[src/pkg/psc_pkg.sv]
// Package of constants and carriers for the power save control block.
//
// Contract
// Each auxiliary DAC has own power-down bit.
// Aux ADC off when no channel selected.
// Single-shot aux ADC off between conversions.
// Clock gate bit 2 stops aux logic.
// Aux ADC valid within two conversion periods.
// Transmit off: gate bits 5,4, enable clear.
// Host waits transmit-active clear before disabling.
// Receive off: gate bits 3,0, enable clear.
// Receive data valid after eight symbol periods.
// Voice codec off when its enable low.
// Voice amplifiers off when bits 5,4 low.
// Voice codec ready after 288 clocks.
// Power-down bit 5 clear stops bias chain.
// Host waits 2 ms after bias restore; the bench waits five clocks.
// Slow serial clock gives four samples/symbol.
// Clock stop after seven idle symbol periods.
// Host holds reset two clocks minimum.
// Controls sampled synchronously, glitch-free gating.
package psc_pkg;
  localparam int PDC_DAC_LSB = 0;
  localparam int PDC_DAC_W = 4;
  localparam int PDC_BIAS = 5;
  localparam int CGC_RX_A = 0;
  localparam int CGC_SER_STOP = 1;
  localparam int CGC_AUX = 2;
  localparam int CGC_RX_B = 3;
  localparam int CGC_TX_A = 4;
  localparam int CGC_TX_B = 5;
  localparam int TXS_EN = 3;
  localparam int RXS1_EN = 3;
  localparam int RXS1_PHASE = 6;
  localparam int VS1_AMP_A = 4;
  localparam int VS1_AMP_B = 5;
  localparam int VS2_EN = 3;
  localparam int AUX_CH_W = 3;
  localparam logic [AUX_CH_W-1:0] AUX_CH_NONE = 3'h0;
  localparam int AUX_WARM_CONV = 2;
  localparam int RX_SETTLE_SYM = 8;
  localparam int SER_IDLE_SYM = 7;
  localparam int VOICE_SAMPLE_CLK = 288;
  localparam int SPS_FULL = 8;
  localparam int SPS_SLOW = 4;

  typedef struct packed {
    logic [7:0] power_down_control;
    logic [7:0] clock_gate_control;
    logic [7:0] transmit_setup;
    logic [7:0] receive_setup_one;
    logic [7:0] voice_setup_one;
    logic [7:0] voice_setup_two;
  } psc_ctrl_s;

  typedef struct packed {
    logic [PDC_DAC_W-1:0] aux_dac_on;
    logic aux_adc_on;
    logic aux_logic_clk_en;
    logic tx_on;
    logic rx_on;
    logic voice_on;
    logic voice_amp_on;
    logic bias_on;
    logic fast_serial_port_clk_en;
  } psc_power_s;

  typedef struct packed {
    logic aux_adc_ready;
    logic rx_data_valid;
    logic voice_ready;
    logic [3:0] samples_per_symbol;
    logic rx_phase_adjust;
  } psc_status_s;
endpackage

[src/psc_sync.sv]
// Three-stage synchroniser with agreement filter for a pin-level input.
`timescale 1ns/1ps
module psc_sync #(
  parameter int W = 1
) (
  // Clock and reset.
  input wire logic clock,
  input wire logic rst,
  // Data.
  input wire logic [W-1:0] d,
  output logic [W-1:0] q
);
  logic [W-1:0] s1;
  logic [W-1:0] s2;
  logic [W-1:0] s3;

  always_ff @(posedge clock or posedge rst) begin
    if (rst) begin
      s1 <= '0;
      s2 <= '0;
      s3 <= '0;
    end else begin
      s1 <= d;
      s2 <= s1;
      s3 <= s2;
    end
  end

  // A bit changes only once the last two stages agree.
  always_ff @(posedge clock or posedge rst) begin
    if (rst) begin
      q <= '0;
    end else begin
      q <= (s2 & s3) | (q & (s2 | s3));
    end
  end
endmodule

[src/psc_top.sv]
// Power save sequencer: section enables and power-up latency tracking.
`timescale 1ns/1ps
module psc_top
  import psc_pkg::*;
#(
  parameter int SYMBOL_CLKS = 512,
  parameter int CONV_CLKS = 64
) (
  // Clock and reset.
  input wire logic clock,
  input wire logic rst,
  // Host control registers, held by the serial control port.
  input wire psc_pkg::psc_ctrl_s ctrl,
  // Auxiliary ADC channel select and single-shot controls.
  input wire logic [psc_pkg::AUX_CH_W-1:0] aux_adc_channel,
  input wire logic aux_adc_single_shot,
  input wire logic aux_adc_convert,
  // Serial interface rate and frame sync pins.
  input wire logic serial_clk_slow,
  input wire logic [2:0] frame_sync_pins,
  // Section power and status outputs.
  output psc_pkg::psc_power_s power,
  output psc_pkg::psc_status_s status,
  output logic aux_adc_busy
);
  import psc_pkg::*;

  localparam int SW = $clog2(SYMBOL_CLKS * RX_SETTLE_SYM + 1);
  localparam int CW = $clog2(CONV_CLKS * AUX_WARM_CONV + 1);
  localparam int VW = $clog2(VOICE_SAMPLE_CLK + 1);
  localparam logic [SW-1:0] RX_WAIT = SW'(SYMBOL_CLKS * RX_SETTLE_SYM);
  localparam logic [SW-1:0] SER_WAIT = SW'(SYMBOL_CLKS * SER_IDLE_SYM);
  localparam logic [CW-1:0] AUX_WAIT = CW'(CONV_CLKS * AUX_WARM_CONV);
  localparam logic [CW-1:0] CONV_LEN = CW'(CONV_CLKS);
  localparam logic [VW-1:0] VOICE_WAIT = VW'(VOICE_SAMPLE_CLK);

  typedef enum logic [1:0] {
    ADC_OFF,
    ADC_WARM,
    ADC_IDLE,
    ADC_CONV
  } psc_adc_e;

  function automatic logic both_set(input logic [7:0] r, input int a,
                                    input int b);
    both_set = r[a] & r[b];
  endfunction

  psc_ctrl_s c;
  logic [2:0] fs_sync;
  logic [2:0] fs_prev;
  logic conv_req;
  logic conv_prev;
  psc_adc_e adc_state;
  logic [CW-1:0] adc_cnt;
  logic [SW-1:0] rx_cnt;
  logic [SW-1:0] idle_cnt;
  logic [VW-1:0] voice_cnt;
  logic adc_wanted;

  // Frame sync pins come from the link, so they pass the synchroniser.
  psc_sync #(.W(3)) u_fs_sync (
    .clock(clock),
    .rst(rst),
    .d(frame_sync_pins),
    .q(fs_sync)
  );

  // Control words are registered once so gating changes on a clock edge.
  always_ff @(posedge clock or posedge rst) begin
    if (rst) begin
      c <= '0;
      conv_prev <= 1'b0;
      fs_prev <= '0;
    end else begin
      c <= ctrl;
      conv_prev <= aux_adc_convert;
      fs_prev <= fs_sync;
    end
  end

  assign conv_req = aux_adc_convert & ~conv_prev;
  assign adc_wanted = (aux_adc_channel != AUX_CH_NONE)
                      & c.power_down_control[PDC_BIAS]
                      & ~c.clock_gate_control[CGC_AUX];

  // Auxiliary ADC power and warm-up sequencing.
  always_ff @(posedge clock or posedge rst) begin
    if (rst) begin
      adc_state <= ADC_OFF;
      adc_cnt <= '0;
    end else begin
      case (adc_state)
        ADC_OFF: begin
          adc_cnt <= '0;
          if (adc_wanted && (!aux_adc_single_shot || conv_req)) begin
            adc_state <= ADC_WARM;
          end
        end
        ADC_WARM: begin
          if (!adc_wanted) begin
            adc_state <= ADC_OFF;
          end else if (adc_cnt == AUX_WAIT - 1'b1) begin
            adc_cnt <= '0;
            adc_state <= aux_adc_single_shot ? ADC_CONV : ADC_IDLE;
          end else begin
            adc_cnt <= adc_cnt + 1'b1;
          end
        end
        ADC_IDLE: begin
          if (!adc_wanted) begin
            adc_state <= ADC_OFF;
          end else if (aux_adc_single_shot) begin
            adc_state <= ADC_OFF;
          end
        end
        ADC_CONV: begin
          if (!adc_wanted) begin
            adc_state <= ADC_OFF;
          end else if (adc_cnt == CONV_LEN - 1'b1) begin
            adc_cnt <= '0;
            adc_state <= ADC_OFF;
          end else begin
            adc_cnt <= adc_cnt + 1'b1;
          end
        end
        default: adc_state <= ADC_OFF;
      endcase
    end
  end

  // Receive settling count after power-up.
  always_ff @(posedge clock or posedge rst) begin
    if (rst) begin
      rx_cnt <= '0;
    end else if (!power.rx_on) begin
      rx_cnt <= '0;
    end else if (rx_cnt != RX_WAIT) begin
      rx_cnt <= rx_cnt + 1'b1;
    end
  end

  // Voice codec warm-up count.
  always_ff @(posedge clock or posedge rst) begin
    if (rst) begin
      voice_cnt <= '0;
    end else if (!power.voice_on) begin
      voice_cnt <= '0;
    end else if (voice_cnt != VOICE_WAIT) begin
      voice_cnt <= voice_cnt + 1'b1;
    end
  end

  // Frame sync idle counter for serial clock stop.
  always_ff @(posedge clock or posedge rst) begin
    if (rst) begin
      idle_cnt <= '0;
    end else if (fs_sync != fs_prev) begin
      idle_cnt <= '0;
    end else if (idle_cnt <= SER_WAIT) begin
      idle_cnt <= idle_cnt + 1'b1;
    end
  end

  // Section power enables, registered to keep gated clocks clean.
  always_ff @(posedge clock or posedge rst) begin
    if (rst) begin
      power <= '0;
    end else begin
      power.aux_dac_on <= ~c.power_down_control[PDC_DAC_LSB +: PDC_DAC_W];
      power.aux_adc_on <= (adc_state != ADC_OFF) && adc_wanted;
      power.aux_logic_clk_en <= ~c.clock_gate_control[CGC_AUX];
      power.tx_on <= ~(both_set(c.clock_gate_control, CGC_TX_A, CGC_TX_B)
                     & ~c.transmit_setup[TXS_EN]);
      power.rx_on <= ~(both_set(c.clock_gate_control, CGC_RX_A, CGC_RX_B)
                     & ~c.receive_setup_one[RXS1_EN]);
      power.voice_on <= c.voice_setup_two[VS2_EN];
      power.voice_amp_on <= c.voice_setup_two[VS2_EN]
                            & (c.voice_setup_one[VS1_AMP_A]
                               | c.voice_setup_one[VS1_AMP_B]);
      power.bias_on <= c.power_down_control[PDC_BIAS];
      power.fast_serial_port_clk_en <= ~(c.clock_gate_control[CGC_SER_STOP]
                                         & serial_clk_slow
                                         & (idle_cnt > SER_WAIT));
    end
  end

  // Readiness and rate status.
  always_ff @(posedge clock or posedge rst) begin
    if (rst) begin
      status <= '0;
      aux_adc_busy <= 1'b0;
    end else begin
      status.aux_adc_ready <= (adc_state == ADC_IDLE)
                              || (adc_state == ADC_CONV);
      status.rx_data_valid <= power.rx_on && (rx_cnt == RX_WAIT);
      status.voice_ready <= power.voice_on && (voice_cnt == VOICE_WAIT);
      status.samples_per_symbol <= serial_clk_slow ? 4'(SPS_SLOW)
                                                   : 4'(SPS_FULL);
      status.rx_phase_adjust <= c.receive_setup_one[RXS1_PHASE];
      aux_adc_busy <= (adc_state == ADC_CONV);
    end
  end
endmodule

[config.mk]
export PLATFORM = sky130hd
export DESIGN_NAME = psc_top
export DESIGN_NICKNAME = d
export VERILOG_FILES = /design/src/pkg/psc_pkg.sv /design/src/psc_sync.sv /design/src/psc_top.sv
export SDC_FILE = /design/constraint.sdc
export NUM_CORES = 1
export LEC_CHECK = 0
export BUFFER_PORTS_ARGS = -buffer_cell sky130_fd_sc_hd__buf_4
export CELL_PAD_IN_SITES_DETAIL_PLACEMENT = 0
export CELL_PAD_IN_SITES_GLOBAL_PLACEMENT = 1
export CORE_MARGIN = 5
export CORE_UTILIZATION = 46
export CTS_CLUSTER_DIAMETER = 120
export DETAILED_ROUTE_END_ITERATION = 12
export PLACE_DENSITY_LB_ADDON = 0.1
export SYNTH_ARGS = -nofsm -noshare
export SYNTH_HDL_FRONTEND = slang
export SYNTH_SLANG_ARGS = --single-unit
[constraint.sdc]
create_clock -name clock -period 5.1 [get_ports clock]
set_input_delay 0.255 -clock clock [delete_from_list [all_inputs] [get_ports clock]]
set_output_delay 0.255 -clock clock [all_outputs]
set_load 0.05 [all_outputs]
* After elaboration in Yosys (flattened, before gate mapping)
Index checks and enable logic that the tools add are counted.
W data, S select, Z words.
** Operators by class
- Add/subtract/negate cells :: 4
- Magnitude comparators :: 2
- Equal/unequal tests :: 18
- Muxes and demuxes :: 21
- Bitwise logic cells :: 23
- Reduce and logical (&&, ||, !) cells :: 14
** Operator list (count)
- $mux W13 :: 4
- $mux W8 :: 4
- $add A13 B1 Y13 const B :: 2
- $pmux W8 S3 :: 1
- $mux W9 :: 2
- $mux W2 :: 7
- $eq A13 B13 Y1 const B :: 1
- $gt A13 B12 Y1 const B :: 1
- $le A13 B12 Y1 const B :: 1
- $ne A13 B13 Y1 const B :: 1
- $and A1 B1 Y1 :: 10
- $add A9 B1 Y9 const B :: 1
- $eq A9 B9 Y1 const B :: 1
- $ne A3 B3 Y1 const B :: 3
- $ne A9 B9 Y1 const B :: 1
- $add A8 B1 Y8 const B :: 1
- $eq A8 B6 Y1 const B :: 1
- $eq A8 B7 Y1 const B :: 1
- $pmux W2 S4 :: 1
- $not A1 Y1 :: 7
- $and A3 B3 Y3 :: 2
- $ne A2 B2 Y1 const B :: 3
- $or A3 B3 Y3 :: 2
- $reduce_bool A3 Y1 :: 2
- 15 further kinds :: 22
** Storage, ports and cells
- Register bits :: 115
- Word-level logic and storage cells :: 114

* Depth between registers and ports, before layout
Gate-level depths: netlist of run 1.
- Depth after elaboration :: 6
- Depth in mapped cells :: 8
- Gate-level depth less buffers :: 6

* By module
From an unflattened synthesis of run 1, not the netlist that was laid out.
** Unflattened totals
- Cell total of the unflattened synthesis :: 343
- Area total of the unflattened synthesis :: 3941.3 um2
** Modules (own cells, without submodules)
- psc_top :: instances 1, cells an instance 327, area each 3603.5 um2, sequential area each 2127.0 um2
- psc_sync :: instances 1, cells an instance 16, area each 337.8 um2, sequential area each 300.3 um2

* Worst setup path before layout of run 1
OpenSTA, ideal clock, no wires.
- Path type :: reg2reg
- From :: register u_fs_sync.q[0]
- To :: register idle_cnt[2]
- Setup time :: 0.067 ns
- Arrival time :: 1.613 ns
- Data required time :: 5.033 ns
- Path slack :: 3.420 ns
- Stages on the path, launching flop included :: 6
- Cells stage by stage :: dfrtp_1 > xor2_1 > or3_1 > buf_6 > or4_1 > nand2_1
** Between the ends
- Word-level cells in the longest chain between the ends :: 2
** Ends and longest elaborated chain
- start, declared :: RTL line psc_sync.sv:11 : output logic [W-1:0] q
- start signal, assigned :: RTL line psc_sync.sv:34 : q <= (s2 & s3) | (q & (s2 | s3));
- $ne A3 B3 Y1 (*) :: RTL line psc_top.sv:158 : end else if (fs_sync != fs_prev) begin
- $mux W13 or $reduce_bool A2 Y1 (tied branches)
- end signal, assigned :: RTL line psc_top.sv:161 : idle_cnt <= idle_cnt + 1'b1;
- end, declared :: RTL line psc_top.sv:57 : logic [SW-1:0] idle_cnt;
Every way passes the cells marked *; elsewhere a longest branch is shown, timed or not.
A chain may end at the register's enable or synchronous reset.

* Worst setup path in the final report of run 1
- From :: register adc_cnt[0]
- To :: register adc_cnt[2]
** Between the ends
- Word-level cells in the longest chain between the ends :: 4
** Ends and longest elaborated chain
- start, declared :: RTL line psc_top.sv:55 : logic [CW-1:0] adc_cnt;
- start signal, assigned :: RTL line psc_top.sv:107 : adc_cnt <= adc_cnt + 1'b1;
- start signal, assigned :: RTL line psc_top.sv:124 : adc_cnt <= adc_cnt + 1'b1;
- $add A8 B1 Y8 (tied with other cells) :: RTL line psc_top.sv:107, psc_top.sv:124
- $mux W8, on equally long branches :: RTL line psc_top.sv:120, psc_top.sv:103
- $mux W8, on equally long branches :: RTL line psc_top.sv:118, psc_top.sv:101
- $pmux W8 S3 (*) :: RTL line psc_top.sv:93 : case (adc_state)
Every way passes the cells marked *; elsewhere a longest branch is shown, timed or not. The select of a mux whose other input is x is not followed.

==> flow_summary.ini, run 1 <==
[layout]
num-nets-final = 479
antennaDiodeCount = 0
drive_gt1_share_pct = 16.0
area_growth_pct = 21.5
stdcell_count = 526

[worst_setup_path]
reg2reg_slack_ps = 3050
rr_worst_depth = 5
r2r-start = adc_cnt[0]$_DFFE_PP0P_
cp.buffers_inverters = 0
reg2reg_to = adc_cnt[2]$_DFFE_PP0P_
crit_end = adc_cnt[2]$_DFFE_PP0P_
crit_type = reg2reg
arrival_ps = 2270
cp-startpoint = adc_cnt[0]$_DFFE_PP0P_
crit_path_end_kind = flop
critical-path-max-stage-delay_ps = 700
cp_max_fo = 6
cp.required_ps = 5320
crit_family = compound AO/OA/AOI/OAI gates
start_kind = flop
crit_chain = ha_1 -> nor2b_1 -> nand2_1 -> o31ai_1 -> nor2_1
critPathSlowestCell = o31ai_1
crit_cells = 5

[grt]
grt_pass1_wl_um = 12500
grt_pass1_vias = 2701
antenna_found_initial = 0
grt_max_degree = 83
grt.total_usage_pct = 15.0
gr-total-overflow = 0

[synthesis]
yosys.area_share.simple_pct = 19.0
synth_xor_area_share_pct = 4.40
ys.flop_type = dfrtp_1
yosysWarningCount = 0
synthCells = 342
synthArstFlopShare_pct = 100
synth_top_area_cell = dfrtp_1
syn_avg_cell_area_um2 = 11.6
synth-compound-area-share_pct = 8.54
ys_types = 46
netlist_top_cells_area = dfrtp_1 (61%), and2_1 (3.0%), xnor2_1 (2.6%), ha_1 (2.2%), nand3_1 (2.0%)
synth.most_common_cell = dfrtp_1
synth_top_family_by_area = simple AND/OR/NAND/NOR gates
ys_seq_elements = 97
synth_fa_ha_area_share_pct = 2.95
synth_common_cells = dfrtp_1 (97), and2_1 (19), inv_1 (19), nand3_1 (16), o21ai_0 (14)
syn_area_um2 = 3980
synthMuxAreaShare_pct = 0.754
synth_top_area_share_pct = 60.9
synth-edff-count = 0
seq_area_frac_synth_pct = 60.9

[flow_run]
max_cap_violations = 0

[timing]
hold_violations = 0
slew_violations = 0
fin_setup_tns_ps = 0
min_period_ps = 2050
skew_ps = 11.8
tightest_slew_ps = 1010
max_freq_mhz = 488
setup_viol = 0
min_period_over_period_pct = 40.1
rsz0062_at_grt = no
slew_headroom_pct = 32.9

[drt]
drt_iter0_markers = 64
drt_pass1_iterations = 4
vias = 2754
drt-wirelength-per-cell_um = 13.8
wl_um = 7270
drc = 0
ant_nets = 0
viasPerCell = 5.24

[clocking]
clock_path_buffers = 2
cts_resized = 0
clockRootBuffer = clkbuf_8
cts_tree = built
cts_buffers = 9
clkLatencyLatePin_ps = 360
htreeDepth = 3
path_clk_slew_ps = 100
cts_sinks = 97

[power]
clock_power_share_pct = 32.0
power.density_nw_per_um2 = 306
power_frac_seq_pct = 57.4
power_frac_comb_pct = 10.6
p_switching_uw = 411
p_total_mw = 1.48
p_leak_nw = 2.16
p_int_mw = 1.07
vdd_drop_max_mv = 0.219
p_sw_share_pct = 27.8

[die]
rows = 34
die-area_um2 = 10600
coreArea_um2 = 8590
die_w_um = 103
io-pin-count = 80
fp.dieH_um = 103
initial_core_util_pct = 46.4

[hold_path]
min_path_type = in2reg

[placed_design]
dp_cells = 487
io_buffer_count = 46
routabilityCongestion = 0.796
dpl.hpwl_um = 4690

[run_status]
status = finished, final reports clean
==> layout make-up <==
| type | instances | area [um^2] |
|---|---|---|
| clock inverter | 7 | 62.6 |
| inverter | 19 | 73.8 |
| sequential | 97 | 2430 |
| clock buffer | 9 | 124 |
| multi-input combinational | 215 | 1430 |
| tap | 108 | 135 |
| fill | 768 | 3750 |
| timing repair buffer | 71 | 591 |
==> metal layers <==
layer  global-route usage (%)  share of wire, %
met5                        0                 0
met4                     4.48               1.2
met3                     3.92               4.4
met2                     24.2                48
met1                     20.0                47
==> metrics by stage <==
stage          hold WS, ps  utilization [%]  setup slack (ps)  cell area, um^2
6_report               222             56.3              3050             4840
5_1_grt                277             56.3              2830             4840
4_1_cts               2.20             56.2              3020             4830
3_5_place_dp           193             51.5              3060             4420
3_3_place_gp           187             51.5              3050             4420
2_1_floorplan          286                -              2310             3990
==> worst min-delay path by stage <==
| stage | startpoint | endpoint | slack [ps] | cells after the start |
|---|---|---|---|---|
| 4_1_cts | serial_clk_slow | status[3]$_DFF_PP0_ | 2 | 1 |
| 2_1_floorplan | ctrl[12] | c[12]$_DFF_PP0_ | 290 | 0 |
| 5_1_grt | aux_adc_single_shot | adc_state[0]$_DFFE_PP0P_ | 280 | 3 |
| 3_3_place_gp | rst | voice_cnt[4]$_DFFE_PP0N_ | 190 | 2 |
| 6_report | aux_adc_single_shot | adc_state[0]$_DFFE_PP0P_ | 220 | 3 |
| 3_5_place_dp | rst | status[5]$_DFF_PP0_ | 190 | 2 |
==> cells in the final DEF, fill, tap and decap left out, types with 3 or more instances in the layout <==
cell | netlist | final
maj3_1 | 3 | 3
buf_4 | 2 | 48
dfrtp_1 | 97 | 97
mux2i_1 | 3 | 3
and4_1 | 4 | 4
nand3b_1 | 3 | 3
xor2_1 | 8 | 8
o21ai_0 | 14 | 14
ha_1 | 7 | 7
clkbuf_8 | 0 | 9
xnor2_1 | 12 | 12
nand2_1 | 13 | 13
nand2b_1 | 5 | 5
a21oi_1 | 13 | 13
nor4_1 | 4 | 4
or3_1 | 10 | 10
nand4_1 | 10 | 10
o21a_1 | 4 | 4
o31ai_1 | 7 | 7
nor2b_1 | 5 | 5
clkinvlp_4 | 0 | 3
nand3_1 | 16 | 16
and3_1 | 4 | 4
and2_1 | 19 | 19
nor2_1 | 11 | 11
dlygate4sd3_1 | 0 | 23
inv_1 | 19 | 18
o211ai_1 | 4 | 4
or4_1 | 7 | 7
nor3_1 | 6 | 6
==> repair_timing <==
item	4_1_cts	5_1_grt
hold buffers	22	1
buffers inserted	0	0
endpoints found under the hold margin	36	1
==> flip-flops by register name, summed over array words and instances, names as in the netlist <==
register and cells:
voice_cnt 9, adc_cnt 8, fs_prev 3, u_fs_sync.s1 3
u_fs_sync.s2 3, idle_cnt 13, status 6, u_fs_sync.s3 3
aux_adc_busy 1, rx_cnt 13, power 12, adc_state 2
u_fs_sync.q 3, c 17, conv_prev 1
==> worst reg2reg max path, delay by kind of cell, from the launching register on <==
kind	cells	cell delay, ps
compound gates	1	700
simple gates	3	520
fa+ha+maj	1	270
flops	1	420
==> cells by family after synthesis <==
| group | after synthesis |
|---|---|
| xor gates and xnor gates | 20 |
| adders and majority gates | 10 |
| muxes | 3 |
| and+or+nand+nor | 127 |
| buffers and inverters | 31 |
| AOI/OAI and AO/OA | 53 |
| other | 1 |
| DFF | 97 |
==> power by group through the flow <==
stage	Clock [mW]	Combinational (mW)	Sequential, mW
4_1_cts	0.496	0.160	0.849
6_report	0.473	0.157	0.849
2_1_floorplan	0	0.0878	0.873
3_3_place_gp	0	0.143	0.864
3_5_place_dp	0	0.146	0.864
5_1_grt	0.529	0.177	0.857
Power figures use the tool's default switching activity.
==> run 2: changes to the inputs <==
--- a/config.mk
+++ b/config.mk
@@ -9,7 +9,7 @@
 export CELL_PAD_IN_SITES_DETAIL_PLACEMENT = 0
 export CELL_PAD_IN_SITES_GLOBAL_PLACEMENT = 1
 export CORE_MARGIN = 5
-export CORE_UTILIZATION = 46
+export CORE_UTILIZATION = 39
 export CTS_CLUSTER_DIAMETER = 120
 export DETAILED_ROUTE_END_ITERATION = 12
 export PLACE_DENSITY_LB_ADDON = 0.1
==> constraint.sdc (replaced) <==
create_clock -name clock -period 1.7 [get_ports clock]
set_input_delay 0.085 -clock clock [delete_from_list [all_inputs] [get_ports clock]]
set_output_delay 0.085 -clock clock [all_outputs]
set_load 0.05 [all_outputs]
==> run 2 against run 1 <==
The run now ends with negative setup slack left. Core utilization is 3.6 points lower. Clock power grew to 3.5 times the previous value. Via count is 4.8% higher. First-iteration DRC count is 19% lower. Count of clock-buffer cells in the layout is 1 higher. Final area is 7.5% higher. Non-clock buffer count is 29 higher. Setup slack worse by 3100 ps. Hold slack worse by 190 ps. Critical path type unchanged.
==> flow_summary.ini, run 2 (same netlist as run 1, synthesis figures left out) <==
[run_status]
status = finished with violations
violations = negative setup slack

[worst_setup_path]
cp_max_fo = 5
start_kind = flop
crit_path_end_kind = flop
arrival_ps = 2020
crit_type = reg2reg
cp.required_ps = 1980

[placed_design]
dpl.hpwl_um = 5150
routabilityCongestion = 0.772
dp_slack_ps = -177
io_buffer_count = 46

[timing]
setup_viol = 6
skew_ps = 10.7
fin_ws_ps = -39.1
hold_violations = 0
min_period_over_period_pct = 102
max_freq_mhz = 575
slew_violations = 0
min_period_ps = 1740
rsz0062_at_grt = yes

[flow_run]
max_cap_violations = 0

[clocking]
cts_tree = built
cts_buffers = 9
htreeDepth = 3
cts_sinks = 97
path_clk_slew_ps = 100
clkLatencyLatePin_ps = 350
clockRootBuffer = clkbuf_8
clock_path_buffers = 2

[power]
p_total_mw = 4.75
power.density_nw_per_um2 = 914
p_leak_nw = 2.36
vdd_drop_max_mv = 0.468

[grt]
antenna_found_initial = 0
grt_pass1_wl_um = 13500
gr-total-overflow = 0
grt_pass1_vias = 2911
grt.total_usage_pct = 13.1
grt_max_degree = 64

[drt]
vias = 2886
drt-wirelength-per-cell_um = 13.3
drt_iter0_markers = 52
drc = 0
wl_um = 7730
drt_pass1_iterations = 4
viasPerCell = 4.98
ant_nets = 0

[layout]
nFillCells = 877
num-nets-final = 508
final_common_cell = dfrtp_1
reg_top3 = c: 17 flops, idle_cnt: 13 flops, rx_cnt: 13 flops
multi_input_area_um2 = 1480
regMostFlops = c
final_cell_mix = dfrtp_1 (96), buf_4 (72), dlygate4sd3_1 (23)
antennaDiodeCount = 0
regArea_um2 = 2430
area_growth_pct = 30.6
drive_gt1_share_pct = 24.4
largest_register_ffs = 17

[die]
fp.dieH_um = 111
coreArea_um2 = 9860
io-pin-count = 80
initial_core_util_pct = 40.4
rows = 36
die-area_um2 = 12300
die_w_um = 111

[hold_path]
min_path_type = in2reg
run 2: changes by cell type in the layout (fill, tap and decap cells not counted), sizes merged:
cell	change
bufinv	+2
buf	+29
clkinv	+1
inv	-3
clkbuf	+1
clkinvlp	-1
run 2: repair_timing:
item	in CTS	in global routing
hold buffers	23	0
cloned	1	2
buffers inserted	1	1
pin swaps	2	13
endpoints found under the hold margin	39	0
gates resized for setup	7	15
endpoints found under the setup margin	10	17
run 2: worst paths after layout:
check,startpoint,end,slack (ps),depth (start not counted)
max in group asynchronous,rst,c[35]$_DFF_PP0_,780,4
setup reg to reg,idle_cnt[0]$_DFFE_PP0P_,idle_cnt[9]$_DFFE_PP0P_,-40,7
min in group asynchronous,rst,c[43]$_DFF_PP0_,290,3
hold reg to reg,u_fs_sync.s1[2]$_DFF_PP0_,u_fs_sync.s2[2]$_DFF_PP0_,360,0
setup / recovery,idle_cnt[0]$_DFFE_PP0P_,idle_cnt[9]$_DFFE_PP0P_,-40,7
hold / removal,aux_adc_single_shot,adc_state[0]$_DFFE_PP0P_,30,3
run 2: final cells by class:
cell class | instances | area share, %
sequential | 97 | 46.7
multi-input combinational | 215 | 28.5
timing repair buffer | 100 | 15.8
tap | 133 | 3.20
clock buffer | 10 | 2.65
clock inverter | 6 | 1.73
inverter | 19 | 1.44
run 2: metrics by stage:
step                      hold slack [ps]  utilization [%]  setup TNS, ps  cell area (um^2)  instances
after floorplan                       116                -              0              3990        343
after global placement               95.3             47.1           -118              4650        536
after detailed placement              107             47.1           -655              4650        536
after CTS                            49.3             52.1           -127              5140        577
after global routing                 46.4             52.7          -1010              5200        580
final                                26.6             52.7           -130              5200        580
run 2: critical path, stage by stage, from the launching register on:
cell and delay (ps):
dfrtp_1 390, inv_1 60, ha_2 160, nor4b_4 210
a21oi_2 110, buf_6 150, or4_1 450, a21oi_1 140
run 2: routing by layer:
layer | up-vias | global-route usage (%) | wire, um
met5 | - | 0 | 0
met4 | 0 | 5.11 | 119
met3 | 10 | 2.67 | 292
met2 | 44 | 21.8 | 3800
met1 | 1422 | 16.9 | 3520
li1 | 1410 | - | -
run 2: where the power goes:
part / switching [mW] / leakage [nW] / internal, mW
clock network: 0.799 / 0.113 / 0.875
registers: 0.110 / 1.23 / 2.43
logic: 0.281 / 1.02 / 0.261
total: 1.19 / 2.36 / 3.56
